<file path="src/design/power_resource_pkg.sv">
package power_resource_pkg;

   // register offsets (byte addresses on the control bus)
   localparam logic [7:0] USB_LDO_SETTINGS_TWO_OFF      = 8'hD9;
   localparam logic [7:0] REGULATOR_ENABLE_OUT_GROUP_OFF = 8'hDA;
   localparam logic [7:0] REGULATOR_ENABLE_OUT_TYPE_OFF  = 8'hDB;
   localparam logic [7:0] REGULATOR_ENABLE_OUT_REMAP_OFF = 8'hDC;
   localparam logic [7:0] POWERON_RESET_OUT_GROUP_OFF    = 8'hDD;
   localparam logic [7:0] POWERON_RESET_OUT_TYPE_OFF     = 8'hDE;
   localparam logic [7:0] POWERON_RESET_OUT_REMAP_OFF    = 8'hDF;
   localparam logic [7:0] CLOCK_REQUEST_OUT_GROUP_OFF    = 8'hE0;
   localparam logic [7:0] CLOCK_REQUEST_OUT_TYPE_OFF     = 8'hE1;
   localparam logic [7:0] CLOCK_REQUEST_OUT_REMAP_OFF    = 8'hE2;
   localparam logic [7:0] SYSTEM_ENABLE_OUT_GROUP_OFF    = 8'hE3;
   localparam logic [7:0] SYSTEM_ENABLE_OUT_TYPE_OFF     = 8'hE4;
   localparam logic [7:0] SYSTEM_ENABLE_OUT_REMAP_OFF    = 8'hE5;
   localparam logic [7:0] FAST_CLOCK_OUT_GROUP_OFF       = 8'hE6;

   // resource group register fields
   localparam int GROUP_FIELD_MSB = 7;
   localparam int GROUP_FIELD_LSB = 5;
   localparam int WARM_CFG_BIT    = 4;
   localparam int STATE_FIELD_MSB = 3;
   localparam int STATE_FIELD_LSB = 0;

   // resource type register fields
   localparam int SECONDARY_KIND_MSB = 4;
   localparam int SECONDARY_KIND_LSB = 3;
   localparam int PRIMARY_KIND_MSB   = 2;
   localparam int PRIMARY_KIND_LSB   = 0;

   // remap register fields
   localparam int OFF_REMAP_MSB   = 7;
   localparam int OFF_REMAP_LSB   = 4;
   localparam int SLEEP_REMAP_MSB = 3;
   localparam int SLEEP_REMAP_LSB = 0;

   // usb settings register fields
   localparam int USB_HIGH_LDO_SLEEP_REMAP_BIT = 3;

   // reset values
   localparam logic [2:0] GROUP_RESET          = 3'h7;
   localparam logic [2:0] GROUP_ALL            = 3'h7;
   localparam logic       WARM_CFG_RESET       = 1'h0;
   localparam logic [3:0] STATE_RESET          = 4'h0;
   localparam logic [1:0] SECONDARY_KIND_RESET = 2'h0;
   localparam logic [2:0] REGULATOR_ENABLE_OUTPUT_KIND_RESET     = 3'h2;
   localparam logic [2:0] PORST_KIND_RESET     = 3'h0;
   localparam logic [2:0] CLKREQ_KIND_RESET    = 3'h3;
   localparam logic [2:0] SYSTEM_ENABLE_OUTPUT_KIND_RESET     = 3'h6;
   localparam logic [3:0] OFF_REMAP_RESET      = 4'h0;
   localparam logic [3:0] SLEEP_REMAP_RESET    = 4'h8;
   localparam logic       USB_SLEEP_REMAP_RESET = 1'h1;
   localparam logic       GAIN_TRIM_RESET       = 1'h0;

   // number of resources with group, type and remap registers
   localparam int NUM_FULL_RES = 4;

   // one resource's settings as seen by the sequencer
   typedef struct packed {
      logic [2:0] processor_group_select;
      logic       warm_cfg;
      logic [1:0] secondary_resource_kind;
      logic [2:0] primary_resource_kind;
      logic [3:0] off_remap;
      logic [3:0] sleep_remap;
   } resource_cfg_type;

   // one register access from the control bus
   typedef struct packed {
      logic       wr_en;
      logic       rd_en;
      logic [7:0] addr;
      logic [7:0] wdata;
   } reg_access_type;

endpackage

</file>
<file path="src/design/resource_group_reg.sv">
`timescale 1ns/1ps
// one resource group register with warm-reset handling
module resource_group_reg
   import power_resource_pkg::*;
(
   // clock and reset
   input  wire logic       sys_clk,
   input  wire logic       reset_n,
   // host write
   input  wire logic       wr_en,
   input  wire logic [7:0] wdata,
   // sequencer side
   input  wire logic       warm_reset,
   input  wire logic [3:0] res_state,
   // register image
   output logic [7:0]      reg_value,
   output logic [2:0]      group_sel,
   output logic            warm_cfg
);

   logic [2:0] group_ff;     // processor group field
   logic       warm_cfg_ff;  // warm-reset configuration bit
   logic [3:0] state_ff;     // sampled resource state

   // group field and warm-cfg bit
   always_ff @(posedge sys_clk or negedge reset_n) begin
      if (!reset_n) begin
         group_ff    <= GROUP_RESET;
         warm_cfg_ff <= WARM_CFG_RESET;
      end else begin
         if (wr_en) begin
            group_ff    <= wdata[GROUP_FIELD_MSB:GROUP_FIELD_LSB];
            warm_cfg_ff <= wdata[WARM_CFG_BIT];
         end
         if (warm_reset && warm_cfg_ff) begin
            group_ff <= GROUP_ALL;
         end
      end
   end

   // current state, read-only
   always_ff @(posedge sys_clk or negedge reset_n) begin
      if (!reset_n) begin
         state_ff <= STATE_RESET;
      end else begin
         state_ff <= res_state;
      end
   end

   assign reg_value = {group_ff, warm_cfg_ff, state_ff};
   assign group_sel = group_ff;
   assign warm_cfg  = warm_cfg_ff;

endmodule

</file>
<file path="src/design/resource_kind_remap_reg.sv">
`timescale 1ns/1ps
// one resource type register plus remap register
module resource_kind_remap_reg
   import power_resource_pkg::*;
#(
   parameter logic [2:0] KIND_RESET = 3'h0
) (
   // clock and reset
   input  wire logic       sys_clk,
   input  wire logic       reset_n,
   // host writes
   input  wire logic       type_wr_en,
   input  wire logic       remap_wr_en,
   input  wire logic [7:0] wdata,
   // register images
   output logic [7:0]      type_value,
   output logic [7:0]      remap_value
);

   logic [1:0] kind2_ff;  // secondary kind
   logic [2:0] kind_ff;   // primary kind
   logic [3:0] off_ff;    // off-mode remap
   logic [3:0] sleep_ff;  // sleep-mode remap

   // type register
   always_ff @(posedge sys_clk or negedge reset_n) begin
      if (!reset_n) begin
         kind2_ff <= SECONDARY_KIND_RESET;
         kind_ff  <= KIND_RESET;
      end else if (type_wr_en) begin
         kind2_ff <= wdata[SECONDARY_KIND_MSB:SECONDARY_KIND_LSB];
         kind_ff  <= wdata[PRIMARY_KIND_MSB:PRIMARY_KIND_LSB];
      end
   end

   // remap register
   always_ff @(posedge sys_clk or negedge reset_n) begin
      if (!reset_n) begin
         off_ff   <= OFF_REMAP_RESET;
         sleep_ff <= SLEEP_REMAP_RESET;
      end else if (remap_wr_en) begin
         off_ff   <= wdata[OFF_REMAP_MSB:OFF_REMAP_LSB];
         sleep_ff <= wdata[SLEEP_REMAP_MSB:SLEEP_REMAP_LSB];
      end
   end

   assign type_value  = {3'h0, kind2_ff, kind_ff};
   assign remap_value = {off_ff, sleep_ff};

endmodule

</file>
<file path="src/design/power_resource_config_bank.sv">
`timescale 1ns/1ps
module power_resource_config_bank
   import power_resource_pkg::*;
(
   // clock and reset
   input  wire logic             sys_clk,
   input  wire logic             reset_n,
   // register access from the control bus decoder
   input  wire logic             reg_wr_en,
   input  wire logic             reg_rd_en,
   input  wire logic [7:0]       reg_addr,
   input  wire logic [7:0]       reg_wdata,
   output logic [7:0]            reg_rdata,
   output logic                  reg_rvalid,
   output logic                  reg_hit,
   // sequencer inputs
   input  wire logic [4:0]       warm_reset,
   input  wire logic [19:0]      res_state,
   input  wire logic             usb_high_ldo_off,
   input  wire logic             gain_trim_wr_en,   // trim bit write pulse
   input  wire logic             gain_trim_wdata,   // trim bit value
   // settings out to the sequencer
   output resource_cfg_type [3:0] res_cfg,
   output logic [2:0]            fast_clock_output_group,
   output logic                  usb_high_ldo_sleep_remap,
   output logic                  gain_trim_low_bit
);

   reg_access_type         acc;          // bundled access
   logic [4:0]             group_wr;     // group write strobes
   logic [3:0]             type_wr;      // type write strobes
   logic [3:0]             remap_wr;     // remap write strobes
   logic [4:0][7:0]        group_val;    // group register images
   logic [4:0][2:0]        group_sel;    // group fields
   logic [4:0]             warm_cfg;     // warm cfg bits
   logic [3:0][7:0]        type_val;     // type register images
   logic [3:0][7:0]        remap_val;    // remap register images
   logic                   usb_remap_ff; // usb high ldo remap bit
   logic                   gain_trim_ff; // gain trim bit
   logic                   usb_wr;       // usb settings write strobe
   logic [7:0]             nxt_rdata;    // read mux output
   logic                   nxt_hit;      // address mapped
   logic [7:0]             rdata_ff;     // registered read data
   logic                   rvalid_ff;    // read answer pulse
   logic                   hit_ff;       // mapped flag for last access
   resource_cfg_type [3:0] cfg_ff;       // registered settings
   logic [2:0]             fast_grp_ff;  // fast clock group out
   logic                   usb_out_ff;   // usb remap out
   logic                   gain_out_ff;  // gain trim out

   // bundle the access
   assign acc = '{wr_en: reg_wr_en, rd_en: reg_rd_en, addr: reg_addr, wdata: reg_wdata};

   // write strobe decode
   always_comb begin
      group_wr = '0;
      type_wr  = '0;
      remap_wr = '0;
      usb_wr   = 1'b0;
      if (acc.wr_en) begin
         unique case (acc.addr)
            USB_LDO_SETTINGS_TWO_OFF:       usb_wr      = 1'b1;
            REGULATOR_ENABLE_OUT_GROUP_OFF: group_wr[0] = 1'b1;
            REGULATOR_ENABLE_OUT_TYPE_OFF:  type_wr[0]  = 1'b1;
            REGULATOR_ENABLE_OUT_REMAP_OFF: remap_wr[0] = 1'b1;
            POWERON_RESET_OUT_GROUP_OFF:    group_wr[1] = 1'b1;
            POWERON_RESET_OUT_TYPE_OFF:     type_wr[1]  = 1'b1;
            POWERON_RESET_OUT_REMAP_OFF:    remap_wr[1] = 1'b1;
            CLOCK_REQUEST_OUT_GROUP_OFF:    group_wr[2] = 1'b1;
            CLOCK_REQUEST_OUT_TYPE_OFF:     type_wr[2]  = 1'b1;
            CLOCK_REQUEST_OUT_REMAP_OFF:    remap_wr[2] = 1'b1;
            SYSTEM_ENABLE_OUT_GROUP_OFF:    group_wr[3] = 1'b1;
            SYSTEM_ENABLE_OUT_TYPE_OFF:     type_wr[3]  = 1'b1;
            SYSTEM_ENABLE_OUT_REMAP_OFF:    remap_wr[3] = 1'b1;
            FAST_CLOCK_OUT_GROUP_OFF:       group_wr[4] = 1'b1;
            // unmapped writes ignored
            default: ;
         endcase
      end
   end

   // five group registers
   for (genvar g = 0; g < 5; g++) begin : g_group
      resource_group_reg u_group (
         .sys_clk    (sys_clk),
         .reset_n    (reset_n),
         .wr_en      (group_wr[g]),
         .wdata      (acc.wdata),
         .warm_reset (warm_reset[g]),
         .res_state  (res_state[4*g +: 4]),
         .reg_value  (group_val[g]),
         .group_sel  (group_sel[g]),
         .warm_cfg   (warm_cfg[g])
      );
   end

   // per-resource primary kind reset values
   localparam logic [3:0][2:0] KIND_RESETS =
      {SYSTEM_ENABLE_OUTPUT_KIND_RESET, CLKREQ_KIND_RESET, PORST_KIND_RESET, REGULATOR_ENABLE_OUTPUT_KIND_RESET};

   // four type and remap register pairs
   for (genvar k = 0; k < NUM_FULL_RES; k++) begin : g_kind
      resource_kind_remap_reg #(
         .KIND_RESET (KIND_RESETS[k])
      ) u_kind (
         .sys_clk     (sys_clk),
         .reset_n     (reset_n),
         .type_wr_en  (type_wr[k]),
         .remap_wr_en (remap_wr[k]),
         .wdata       (acc.wdata),
         .type_value  (type_val[k]),
         .remap_value (remap_val[k])
      );
   end

   // usb high ldo remap bit
   always_ff @(posedge sys_clk or negedge reset_n) begin
      if (!reset_n) begin
         usb_remap_ff <= USB_SLEEP_REMAP_RESET;
      end else if (usb_high_ldo_off) begin
         usb_remap_ff <= 1'b1;
      end else if (usb_wr) begin
         usb_remap_ff <= acc.wdata[USB_HIGH_LDO_SLEEP_REMAP_BIT];
      end
   end

   // gain trim bit, lives in the preceding settings register
   always_ff @(posedge sys_clk or negedge reset_n) begin
      if (!reset_n) begin
         gain_trim_ff <= GAIN_TRIM_RESET;
      end else if (gain_trim_wr_en) begin
         gain_trim_ff <= gain_trim_wdata;
      end
   end

   // read mux
   always_comb begin
      nxt_rdata = 8'h00;
      nxt_hit   = 1'b1;
      unique case (acc.addr)
         USB_LDO_SETTINGS_TWO_OFF:
            nxt_rdata = {4'h0, usb_remap_ff, 3'h0};
         REGULATOR_ENABLE_OUT_GROUP_OFF: nxt_rdata = group_val[0];
         REGULATOR_ENABLE_OUT_TYPE_OFF:  nxt_rdata = type_val[0];
         REGULATOR_ENABLE_OUT_REMAP_OFF: nxt_rdata = remap_val[0];
         POWERON_RESET_OUT_GROUP_OFF:    nxt_rdata = group_val[1];
         POWERON_RESET_OUT_TYPE_OFF:     nxt_rdata = type_val[1];
         POWERON_RESET_OUT_REMAP_OFF:    nxt_rdata = remap_val[1];
         CLOCK_REQUEST_OUT_GROUP_OFF:    nxt_rdata = group_val[2];
         CLOCK_REQUEST_OUT_TYPE_OFF:     nxt_rdata = type_val[2];
         CLOCK_REQUEST_OUT_REMAP_OFF:    nxt_rdata = remap_val[2];
         SYSTEM_ENABLE_OUT_GROUP_OFF:    nxt_rdata = group_val[3];
         SYSTEM_ENABLE_OUT_TYPE_OFF:     nxt_rdata = type_val[3];
         SYSTEM_ENABLE_OUT_REMAP_OFF:    nxt_rdata = remap_val[3];
         FAST_CLOCK_OUT_GROUP_OFF:       nxt_rdata = group_val[4];
         // unmapped reads zero
         default:                        nxt_hit   = 1'b0;
      endcase
   end

   // read answer registers
   always_ff @(posedge sys_clk or negedge reset_n) begin
      if (!reset_n) begin
         rdata_ff  <= 8'h00;
         rvalid_ff <= 1'b0;
         hit_ff    <= 1'b0;
      end else begin
         rvalid_ff <= acc.rd_en;
         if (acc.rd_en || acc.wr_en) begin
            hit_ff <= nxt_hit;
         end
         if (acc.rd_en) begin
            rdata_ff <= nxt_rdata;
         end
      end
   end

   // registered settings for the sequencer
   always_ff @(posedge sys_clk or negedge reset_n) begin
      if (!reset_n) begin
         for (int i = 0; i < NUM_FULL_RES; i++) begin
            cfg_ff[i] <= '{processor_group_select: GROUP_RESET,
                           warm_cfg: WARM_CFG_RESET,
                           secondary_resource_kind: SECONDARY_KIND_RESET,
                           primary_resource_kind: KIND_RESETS[i],
                           off_remap: OFF_REMAP_RESET,
                           sleep_remap: SLEEP_REMAP_RESET};
         end
         fast_grp_ff <= GROUP_RESET;
         usb_out_ff  <= USB_SLEEP_REMAP_RESET;
         gain_out_ff <= GAIN_TRIM_RESET;
      end else begin
         for (int i = 0; i < NUM_FULL_RES; i++) begin
            cfg_ff[i] <= '{processor_group_select: group_sel[i],
                           warm_cfg: warm_cfg[i],
                           secondary_resource_kind:
                              type_val[i][SECONDARY_KIND_MSB:SECONDARY_KIND_LSB],
                           primary_resource_kind:
                              type_val[i][PRIMARY_KIND_MSB:PRIMARY_KIND_LSB],
                           off_remap: remap_val[i][OFF_REMAP_MSB:OFF_REMAP_LSB],
                           sleep_remap: remap_val[i][SLEEP_REMAP_MSB:SLEEP_REMAP_LSB]};
         end
         fast_grp_ff <= group_sel[4];
         usb_out_ff  <= usb_remap_ff;
         gain_out_ff <= gain_trim_ff;
      end
   end

   // outputs straight from flops
   assign reg_rdata                = rdata_ff;
   assign reg_rvalid               = rvalid_ff;
   assign reg_hit                  = hit_ff;
   assign res_cfg                  = cfg_ff;
   assign fast_clock_output_group  = fast_grp_ff;
   assign usb_high_ldo_sleep_remap = usb_out_ff;
   assign gain_trim_low_bit        = gain_out_ff;

endmodule

</file>
<file path="config.mk">
export PLATFORM = sky130hd
export DESIGN_NAME = power_resource_config_bank
export DESIGN_NICKNAME = d
export VERILOG_FILES = /design/src/design/power_resource_pkg.sv /design/src/design/resource_group_reg.sv /design/src/design/resource_kind_remap_reg.sv /design/src/design/power_resource_config_bank.sv
export SDC_FILE = /design/constraint.sdc
export NUM_CORES = 1
export LEC_CHECK = 0
export BUFFER_PORTS_ARGS = -buffer_cell sky130_fd_sc_hd__buf_2
export CORE_MARGIN = 3
export CORE_UTILIZATION = 36
export CTS_BUF_LIST = sky130_fd_sc_hd__clkbuf_8
export CTS_CLUSTER_DIAMETER = 40
export DETAILED_ROUTE_END_ITERATION = 16
export PLACE_DENSITY = 0.53
export REMOVE_ABC_BUFFERS = 1
export SLEW_MARGIN = 5
export SYNTH_ARGS = -nofsm -noshare
export SYNTH_HDL_FRONTEND = slang
export SYNTH_HIERARCHICAL = 1
export SYNTH_SLANG_ARGS = --single-unit
</file>
<file path="constraint.sdc">
create_clock -name sys_clk -period 1.7 [get_ports sys_clk]
set_input_delay 0.085 -clock sys_clk [delete_from_list [all_inputs] [get_ports sys_clk]]
set_output_delay 0.085 -clock sys_clk [all_outputs]
set_load 0.1 [all_outputs]
</file>
# Yosys cells after proc, flatten, opt, wreduce, memory -nomap -nowiden
# Cells that the tools add are included.
# totals
output_inout_bits	83
wordCells	122
register_bits	177
inputBits	48
# classes
n_eq_ne	14
mux	32
reduce_logical	13
# ops
op	n
== test 8 bit (second input constant)	14
one-hot mux 8 bit (14 select lines)	1
2-to-1 mux 3 bit	10
2-to-1 mux 1 bit	18
OR reduction 14 bit	1
nonzero test 2 bit	6
2-to-1 mux 4 bit	2
logical AND 1 bit	5
2-to-1 mux 5 bit	1
logical OR 1 bit	1

# Longest topological paths before layout
# Gate-level depths: netlist (run 1).
# logic_depth
ltp_word	5
mapped_depth	8
ltp_nobuf	5

# By module
# Netlist (run 1), hierarchy kept.
# modules_own_cells
module	area_per_inst_um2	n_inst	cells_each	seq_area_each_um2
power_resource_config_bank	3639.7	1	283	2159.6
resource_group_reg	294.0	5	20	203.9
resource_kind_remap_reg at g_kind[2].u_kind ...	543.0	2	31	329.1
resource_kind_remap_reg at g_kind[0].u_kind	541.8	1	31	327.8
resource_kind_remap_reg at g_kind[1].u_kind	540.5	1	31	326.6

# Worst setup path before layout (run 1)
# No wires, ideal clock.
# synth_path
kind	input to register
from	in reg_addr[2]
to	reg g_group[0].u_group.warm_cfg_ff
t_required_ns	1.575
path_slack_ns	0.144
setup_ns	0.125
n_path_buf	3
stages	5
t_arrival_ns	1.431
cell_sequence	buf_4 -> buf_4 -> buf_2 -> nor3_1 -> mux2_4
# synth_via
elab_chain_len	3
# synth_rtl
item	line	text
from (decl)	power_resource_config_bank.sv:11	input wire logic [7:0] reg_addr,
== test 8 bit	power_resource_config_bank.sv:61	unique case (acc.addr)
2-to-1 mux 1 bit	power_resource_config_bank.sv:61	
2-to-1 mux 5 bit	power_resource_config_bank.sv:60	if (acc.wr_en) begin
net group_wr[0]	power_resource_config_bank.sv:30	logic [4:0] group_wr;
to (signal assigned)	resource_group_reg.sv:33	warm_cfg_ff <= wdata[WARM_CFG_BIT];
to (decl)	resource_group_reg.sv:22	logic warm_cfg_ff;
# The timed path passes the listed nets, and every way through them passes these cells.
# A chain may end at the register's enable or synchronous reset.

# Worst setup path after layout (run 1)
# layout_path
from	in reg_addr[2]
to	reg g_group[3].u_group.group_ff[0]
# layout_via
elab_chain_len	4
# layout_rtl
item	line	text
== test 8 bit	power_resource_config_bank.sv:61	
2-to-1 mux 1 bit	power_resource_config_bank.sv:61	
2-to-1 mux 5 bit	power_resource_config_bank.sv:60	
net group_wr[3]	power_resource_config_bank.sv:30	
nonzero test 2 bit (no source line)	n/a	
to (signal assigned)	resource_group_reg.sv:32	group_ff <= wdata[GROUP_FIELD_MSB:GROUP_FIELD_LSB];
to (decl)	resource_group_reg.sv:21	logic [2:0] group_ff;
# The timed path passes the listed nets, and every way through them passes these cells.

==> results.cfg, run 1 <==
[outcome]
outcome = finished clean

[sta]
fmax_ghz = 0.6397
post-route-period-util_pct = 91.96
rsz0062_at_grt = no
hold_viol_final = 0
setup_viol = 0
period_needed_ns = 1.563
fin_worst_skew_ns = 0.01204
drv_slew = 0

[grt]
grt-busiest-layer = met2
grt_pass1_vias = 5042
use_met1_pct = 23.25
use_met3_pct = 3.961
grt_util_met2_pct = 28.23
grt_max_degree = 46
antenna_found_initial = 3
grt-ovfl-total = 0
grt_usage_pct = 17.49
grt_pass1_wl_mm = 29.15

[routing]
vias_per_cell = 4.789
via_count = 4674
firstDrtPassIters = 4
avgRoutedWirePerCell_um = 18.98
drc = 0
drtIter0Drc = 257
postRouteAntennaNets = 0
wl_mm = 18.52

[cells_and_area]
mostFrequentLayoutCell = buf_2
final_cell_area_um2 = 9091
nets = 743
multi_input_area_um2 = 2359
drive_gt1_share_pct = 47.60
seq_area_um2 = 4492
fillers = 1857
area_delta_synth_final_pct = 24.91
mostFrequentLayoutCells = buf_2 (129), dfrtp_1 (127), dfstp_2 (50)
fin_cells = 976

[synth]
synth_edf_count = 0
yosysSeqAreaShare_pct = 61.72
async_flop_share_pct = 100.0
ys_warn_count = 6
avgSynthCellArea_um2 = 14.36
synth.area.mux_share_pct = 18.24
synth_ff_type = dfrtp_1
yosys.area_share.simple_pct = 7.014
synthDistinctLibCells = 57
synth_compound_area_share_pct = 6.533
synthesis.area_um2 = 7278
synth_top_family_by_area = multiplexers
synthXorXnorAreaFrac_pct = 0
ys_seq_elements = 177
synth_cells = 507
synthAdderAreaFrac_pct = 0

[setup_path]
crit_buf_inv = 3
required_ns = 2.10
worstPathArrival_ns = 1.96
max_stage_delay_ns = 0.56
cp-start-kind = input pin
reg2regPathDepth = 4
timing.critical_path.mode_cell = nand2_1
rrSetupSlack_ns = 0.16
cp_max_fo = 5
critPathCaptureType = flop
critPathSlowestCell = dlygate4sd3_1
critical_path.top_delay_family = buffers and inverters
cp_cell_sequence = buf_2 -> nor4b_1 -> nand2_1 -> nor2_1 -> buf_4 -> mux2i_1 -> nand2_1 -> dlygate4sd3_1
timing.rr.start = g_kind[2].u_kind/off_ff[1]
worstSetupPathType = input pin to flop
r2r_end = reg_rdata[5]

[power_and_ir_drop]
vdd_drop_max_mv = 0.9876
power_density_nw_per_um2 = 1183
p_leak_uw = 0.004339

[cts]
h-tree-depth = 4
cts_max_path_buffers = 2
clkTransAtPathRegs_ns = 0.10
numCtsBuffers = 17
cts.sinks = 177
post_cts_resize_count = 0
clock_latency_ns = 0.47
root_buffer = clkbuf_8
cts_tree = yes

[die]
die_y_um = 148.2
start_util_pct = 37.03
die_width_um = 148.2
coreArea_um2 = 19650
ioPinCount = 131
die_area_um2 = 21960
num_rows = 51

[hold_path]
hold_path.class = input pin to flop
worstHoldPathCells = 3
hold_path_startpoint = reg_wdata[3]
hold_end = usb_remap_ff

[job]
max-cap-violations = 0

[placed_design]
place_area_um2 = 8277
dpl.hpwl_mm = 13.29
place_congestion = 0.8443
dp_cells = 902
portBuffers = 130
==> routing by layer <==
metal / vias up / wire [um]
li1: 2126 / -
met2: 144 / 9066
met4: 0 / 491
met1: 2374 / 8118
met3: 30 / 847
met5: - / 0
==> registers in the layout, summed over array words and instances, names as in the netlist, 3 cells and up <==
register / cells
res_cfg: 68
g_group.u_group/state_ff: 20
g_kind.u_kind/off_ff: 16
g_kind.u_kind/sleep_ff: 16
g_group.u_group/group_sel: 15
g_kind.u_kind/kind_ff: 12
g_kind.u_kind/kind2_ff: 8
reg_rdata: 8
g_group.u_group/warm_cfg: 5
fast_clock_output_group: 3
==> worst max-delay path by stage <==
| stage | cells past startpoint | to | start |
|---|---|---|---|
| after floorplan | 4 | g_kind[2].u_kind/off_ff[0] | reg_addr[1] |
| after global placement | 6 | g_kind[2].u_kind/sleep_ff[0] | reg_addr[2] |
| after detailed placement | 6 | g_kind[2].u_kind/off_ff[2] | reg_addr[2] |
| after CTS | 1 | res_cfg[43] | res_cfg[43] |
| after global routing | 8 | g_group[3].u_group/group_sel[0] | reg_addr[2] |
| final | 8 | g_group[3].u_group/group_sel[0] | reg_addr[2] |
==> cell usage after synthesis, drive strengths merged (6+ instances only) <==
library cell,instances,area [um2]
buf,54,431.7
nand2,37,141.4
dfrtp,127,3178
inv,6,22.52
dfstp,50,1314
mux2i,31,310.3
mux2,67,900.9
a21oi,12,60.06
o21ai,12,60.06
nand2b,7,43.79
nand3,11,55.05
nor2,14,55.06
==> area by class of cell <==
| cell class | instances | area share [%] |
|---|---|---|
| Multi-Input combinational cell | 277 | 25.94 |
| Antenna cell | 3 | 0.08258 |
| Inverter | 6 | 0.2477 |
| Sequential cell | 177 | 49.41 |
| Clock buffer | 18 | 2.725 |
| Tap cell | 265 | 3.647 |
| Clock inverter | 14 | 1.858 |
| Timing Repair Buffer | 216 | 16.09 |
==> where the power goes <==
part           internal (uW)  switching (uW)  total, uW  leakage, uW
clock network           1400            1620       3020     0.000209
logic                    583            2040       2620      0.00190
registers               4850             271       5120      0.00223
total                   6830            3930      10800      0.00434
==> worst min-delay path, cell delays in order <==
cell and delay [ns]:
buf_2 0.18, mux2i_1 0.16, nand2b_1 0.08
==> cell families (layout without fill, tap and decap cells) <==
family,after synthesis,after routing
flip-flops,177,177
multiplexers,103,103
AND/OR/NAND/NOR,97,97
AO/OA/AOI/OAI,65,65
buffers and inverters,61,254
other,4,15
==> stage by stage <==
stage          setup WS [ns]  hold WS (ns)  utilization (%)  total power [uW]  TNS (ns)
6_report              0.1367       0.04717            46.26             10750         0
5_1_grt              0.01544       0.02076            46.26             11210         0
4_1_cts               0.1297      0.001696            46.22             10900         0
3_5_place_dp         0.05073       0.03297            42.11              7735         0
3_3_place_gp         0.06833       0.03069            42.11              7710         0
2_1_floorplan       -0.01516       -0.2106                -              7051   -0.1061
==> repair_timing <==
| item | CTS | global route |
|---|---|---|
| buffers inserted | 0 | 0 |
| endpoints found under the hold margin | 187 | 0 |
| hold buffers | 39 | 0 |
(Power assumes the default switching activity.)
==> run 2: changes to the inputs <==
- PLACE_DENSITY: 0.53 -> not set
- PLACE_DENSITY_LB_ADDON: not set -> 0.05
==> results.cfg, run 2 (synthesis results as in run 1) <==
[outcome]
outcome = finished clean

[cts]
h-tree-depth = 4
cts_tree = yes
post_cts_resize_count = 0
cts.sinks = 177
numCtsBuffers = 17
cts_max_path_buffers = 2
clock_latency_ns = 0.47
clkTransAtPathRegs_ns = 0.10
root_buffer = clkbuf_8
post_cts_buffers = 0

[cells_and_area]
mostFrequentLayoutCell = buf_2
final_cell_area_um2 = 9114
drive_gt1_share_pct = 48.02
diodes = 0
area_delta_synth_final_pct = 25.22
nets = 743
mostFrequentLayoutCells = buf_2 (129), dfrtp_1 (127), dfstp_2 (50)
largest_register_ffs = 68

[routing]
avgRoutedWirePerCell_um = 19.16
postRouteAntennaNets = 0
drc = 0
wl_mm = 18.64
vias_per_cell = 4.636
via_count = 4511
firstDrtPassIters = 5
drtIter0Drc = 183

[setup_path]
crit_buf_inv = 0
required_ns = 2.03
worstSetupPathType = flop to flop
worstPathArrival_ns = 1.89
critPathCaptureType = flop
cp_cell_sequence = mux4_2 -> o211ai_1 -> o21a_1 -> o22ai_1
critical_path.top_delay_family = compound AO/OA/AOI/OAI gates
critPathSlowestCell = mux4_2
max_stage_delay_ns = 0.47
cp_max_fo = 4
cp-start-kind = flop

[placed_design]
portBuffers = 130
pre_cts_ws_ns = -0.08395
place_congestion = 0.7861
place_area_um2 = 8299
dpl.hpwl_mm = 13.30

[die]
die_y_um = 148.2
die_width_um = 148.2
num_rows = 51
die_area_um2 = 21960
coreArea_um2 = 19650
start_util_pct = 37.03
ioPinCount = 131

[sta]
hold_viol_final = 0
slew_headroom_pct = 64.89
tightest_slew_ns = 0.5267
fin_ws_ns = 0.1408
period_needed_ns = 1.559
setup_viol = 0
drv_slew = 0
rsz0062_at_grt = no
fmax_ghz = 0.6414
fin_worst_skew_ns = 0.01623
post-route-period-util_pct = 91.72

[hold_path]
hold_path.class = input pin to flop

[grt]
grt_pass1_wl_mm = 29.26
grt_pass1_vias = 4838
antenna_found_initial = 0
grt_usage_pct = 17.65
grt_max_degree = 51
grt-ovfl-total = 0

[power_and_ir_drop]
p_leak_uw = 0.004359
vdd_drop_max_mv = 0.8859
power_density_nw_per_um2 = 1207
power_uw = 11000

[job]
max-cap-violations = 0
[run 2: changes by cell type in the layout (fill, tap and decap cells not counted)]
cell and delta:
clkbuf_8 -1, diode_2 -3, clkinv_2 +1, clkinv_4 -1
inv_6 -1, inv_8 +1, clkinvlp_4 -1, bufinv_16 +2
buf_4 +3, dlygate4sd3_1 -3
[run 2: stage by stage]
step           instances  utilization (%)  hold WS (ns)  TNS (ns)
2_1_floorplan        460                -       -0.2106   -0.1061
3_3_place_gp         905            42.23       0.07640   -0.9044
3_5_place_dp         905            42.23       0.07976   -0.9762
4_1_cts              973            46.37      0.005936         0
5_1_grt              973            46.37       0.01419         0
6_report             973            46.37       0.04075         0
[run 2: path summary, 6_finish.rpt]
| check | start | endpoint | slack, ns | cells after the start |
|---|---|---|---|---|
| min in group asynchronous | reset_n | res_cfg[23] | 0.14 | 2 |
| hold / removal | reg_wdata[3] | g_kind[3].u_kind/sleep_ff[3] | 0.04 | 2 |
| setup / recovery | g_group[2].u_group/warm_cfg | reg_rdata[4] | 0.14 | 4 |
| hold reg to reg | g_kind[3].u_kind/kind_ff[1] | res_cfg[60] | 0.38 | 0 |
| setup reg to reg | g_group[2].u_group/warm_cfg | reg_rdata[4] | 0.14 | 4 |
| max in group asynchronous | reset_n | res_cfg[66] | 0.86 | 3 |
[run 2: cell type report]
class | count | area (um2)
clock inverters | 15 | 220.2
inverters | 6 | 22.52
repair buffers | 216 | 1455
multi-input cells | 277 | 2359
clock buffers | 17 | 234.0
flip-flops and latches | 177 | 4492
fillers | 1864 | 10540
well taps | 265 | 331.6
[run 2: power breakdown]
part / internal [uW] / switching (uW) / leakage (uW)
combinational: 559 / 2020 / 0.00190
sequential: 4850 / 276 / 0.00223
clock: 1660 / 1640 / 0.000232
[run 2: worst reg2reg max path, cell delays in order (launching register included)]
cell	delay (ns)
dfrtp_1	0.45
mux4_2	0.47
o211ai_1	0.27
o21a_1	0.18
o22ai_1	0.06
[run 2: metal layers]
metal | share of wire, % | vias up | GRT usage, %
met5 | 0 | - | 0
met2 | 46 | 111 | 27.22
met4 | 1.2 | 0 | 4.434
met1 | 49 | 2251 | 25.56
met3 | 3.8 | 14 | 3.900
li1 | - | 2135 | -
[run 2: what timing repair did]
action	in CTS	in global routing
hold buffers	36	0
endpoints found under the setup margin	0	0
hold endpoints to repair	185	0
==> run 3: changes to the inputs <==
- CELL_PAD_IN_SITES_DETAIL_PLACEMENT: not set -> 0
- CELL_PAD_IN_SITES_GLOBAL_PLACEMENT: not set -> 1
==> results.cfg, run 3 (synthesis results as in run 1) <==
[grt]
grt_pass1_wl_mm = 30.61
grt_pass1_vias = 4932
antenna_found_initial = 0
grt_usage_pct = 18.58
grt-ovfl-total = 0
grt_max_degree = 54

[cells_and_area]
fillers = 1861
drive_gt1_share_pct = 48.59
area_delta_synth_final_pct = 24.48
mostFrequentLayoutCells = buf_2 (129), dfrtp_1 (127), dfstp_2 (50)
largest_register_ffs = 68
mostFrequentLayoutCell = buf_2
diodes = 0
nets = 743
fin_cells = 973

[sta]
fin_worst_skew_ns = 0.01044
hold_viol_final = 0
drv_slew = 0
period_needed_ns = 1.538
fmax_ghz = 0.6504
rsz0062_at_grt = no
slew_headroom_pct = 60.85
tightest_slew_ns = 0.5873
post-route-period-util_pct = 90.44
setup_viol = 0

[routing]
wl_mm = 19.69
postRouteAntennaNets = 0
drtIter0Drc = 197
wl_met1_mm = 9.660
drc = 0
met2WireLength_mm = 9.229
vias_per_cell = 4.678
firstDrtPassIters = 4
highest_layer = met4
via_count = 4552
dr_wl_met3_um = 571
avgRoutedWirePerCell_um = 20.23

[setup_path]
cp_max_fo = 3
worstPathArrival_ns = 1.85
critical_path.top_delay_family = multiplexers
cp-start-kind = flop
required_ns = 2.02
critPathCaptureType = flop
max_stage_delay_ns = 0.51
critPathSlowestCell = mux4_1
crit_buf_inv = 0
cp_cell_sequence = mux4_1 -> and2_0 -> o21ai_0 -> a32oi_1
worstSetupPathType = flop to flop

[die]
die_area_um2 = 21960
coreArea_um2 = 19650
num_rows = 51
die_width_um = 148.2
ioPinCount = 131
die_y_um = 148.2
start_util_pct = 37.03

[cts]
cts.sinks = 177
clock_latency_ns = 0.46
h-tree-depth = 4
post_cts_buffers = 0
post_cts_resize_count = 0
cts_tree = yes
clkTransAtPathRegs_ns = 0.09
root_buffer = clkbuf_8
numCtsBuffers = 17
cts_max_path_buffers = 2

[power_and_ir_drop]
power_uw = 10490
power_density_nw_per_um2 = 1158
p_leak_uw = 0.004344
vdd_drop_max_mv = 0.9197

[placed_design]
portBuffers = 130
dpl.hpwl_mm = 13.97
place_congestion = 0.8207
dp_cells = 911

[hold_path]
hold_path.class = input pin to flop

[outcome]
outcome = finished clean

[job]
max-cap-violations = 0
[run 3: changes by cell type in the layout (fill, tap and decap cells not counted)]
| cell | previous run | this run |
|---|---|---|
| inv_8 | 3 | 0 |
| inv_6 | 5 | 3 |
| bufinv_16 | 4 | 1 |
| inv_1 | 6 | 8 |
| buf_4 | 45 | 47 |
| clkinvlp_4 | 0 | 1 |
| buf_12 | 5 | 9 |
| clkinv_4 | 2 | 3 |
| clkbuf_8 | 17 | 18 |
| clkinv_2 | 1 | 4 |
| dlygate4sd3_1 | 36 | 30 |
[run 3: power by group]
group | total [uW] | switching [uW] | internal (uW)
Sequential | 5120 | 272 | 4850
Clock | 2760 | 1570 | 1200
Combinational | 2610 | 2040 | 569
[run 3: worst register-to-register path: cells and delay by family, from the launching register on]
kind / cells / cell delay [ns]
AO/OA/AOI/OAI: 2 / 0.32
flip-flops: 1 / 0.41
AND/OR/NAND/NOR: 1 / 0.17
multiplexers: 1 / 0.51
[run 3: layout make-up]
class | instances | area (um2) | area share (%)
clock buffer | 18 | 247.7 | 2.734
clock inverter | 14 | 117.6 | 1.298
inverter | 6 | 22.52 | 0.2486
multi-input combinational | 277 | 2359 | 26.03
sequential | 177 | 4492 | 49.58
tap | 265 | 331.6 | 3.660
timing repair buffer | 216 | 1490 | 16.45
[run 3: final timing paths]
path | startpoint | end | slack, ns | cells past startpoint
worst max-delay path | g_kind[2].u_kind/off_ff[1] | reg_rdata[5] | 0.16 | 4
worst min-delay path | reg_wdata[2] | g_kind[2].u_kind/sleep_ff[2] | 0.04 | 2
worst max register to register | g_kind[2].u_kind/off_ff[1] | reg_rdata[5] | 0.16 | 4
worst min register to register | g_kind[0].u_kind/sleep_ff[3] | res_cfg[3] | 0.38 | 0
max in group asynchronous | reset_n | res_cfg[43] | 0.86 | 3
min in group asynchronous | reset_n | res_cfg[7] | 0.17 | 2
[run 3: stage by stage]
stage | util, % | setup TNS (ns) | hold slack (ns) | cell area, um2 | setup WS, ns
6_report | 46.10 | 0 | 0.04295 | 9060 | 0.1625
5_1_grt | 46.10 | 0 | 0.01439 | 9060 | 0.08949
2_1_floorplan | - | -0.1061 | -0.2106 | 6873 | -0.01516
3_5_place_dp | 42.71 | -0.2175 | 0.1028 | 8394 | -0.07890
3_3_place_gp | 42.71 | -0.1804 | 0.1000 | 8394 | -0.05888
4_1_cts | 46.10 | 0 | 0.006960 | 9060 | 0.1411
[run 3: what timing repair did]
item / CTS / global route
hold buffers: 30 / 0
endpoints found under the hold margin: 118 / 0
setup endpoints to repair: 0 / 0
[run 3: layer usage]
metal	vias up	GRT usage, %
met4	0	5.035
li1	2124	-
met5	-	0
met3	18	3.016
met1	2314	26.86
met2	96	29.30
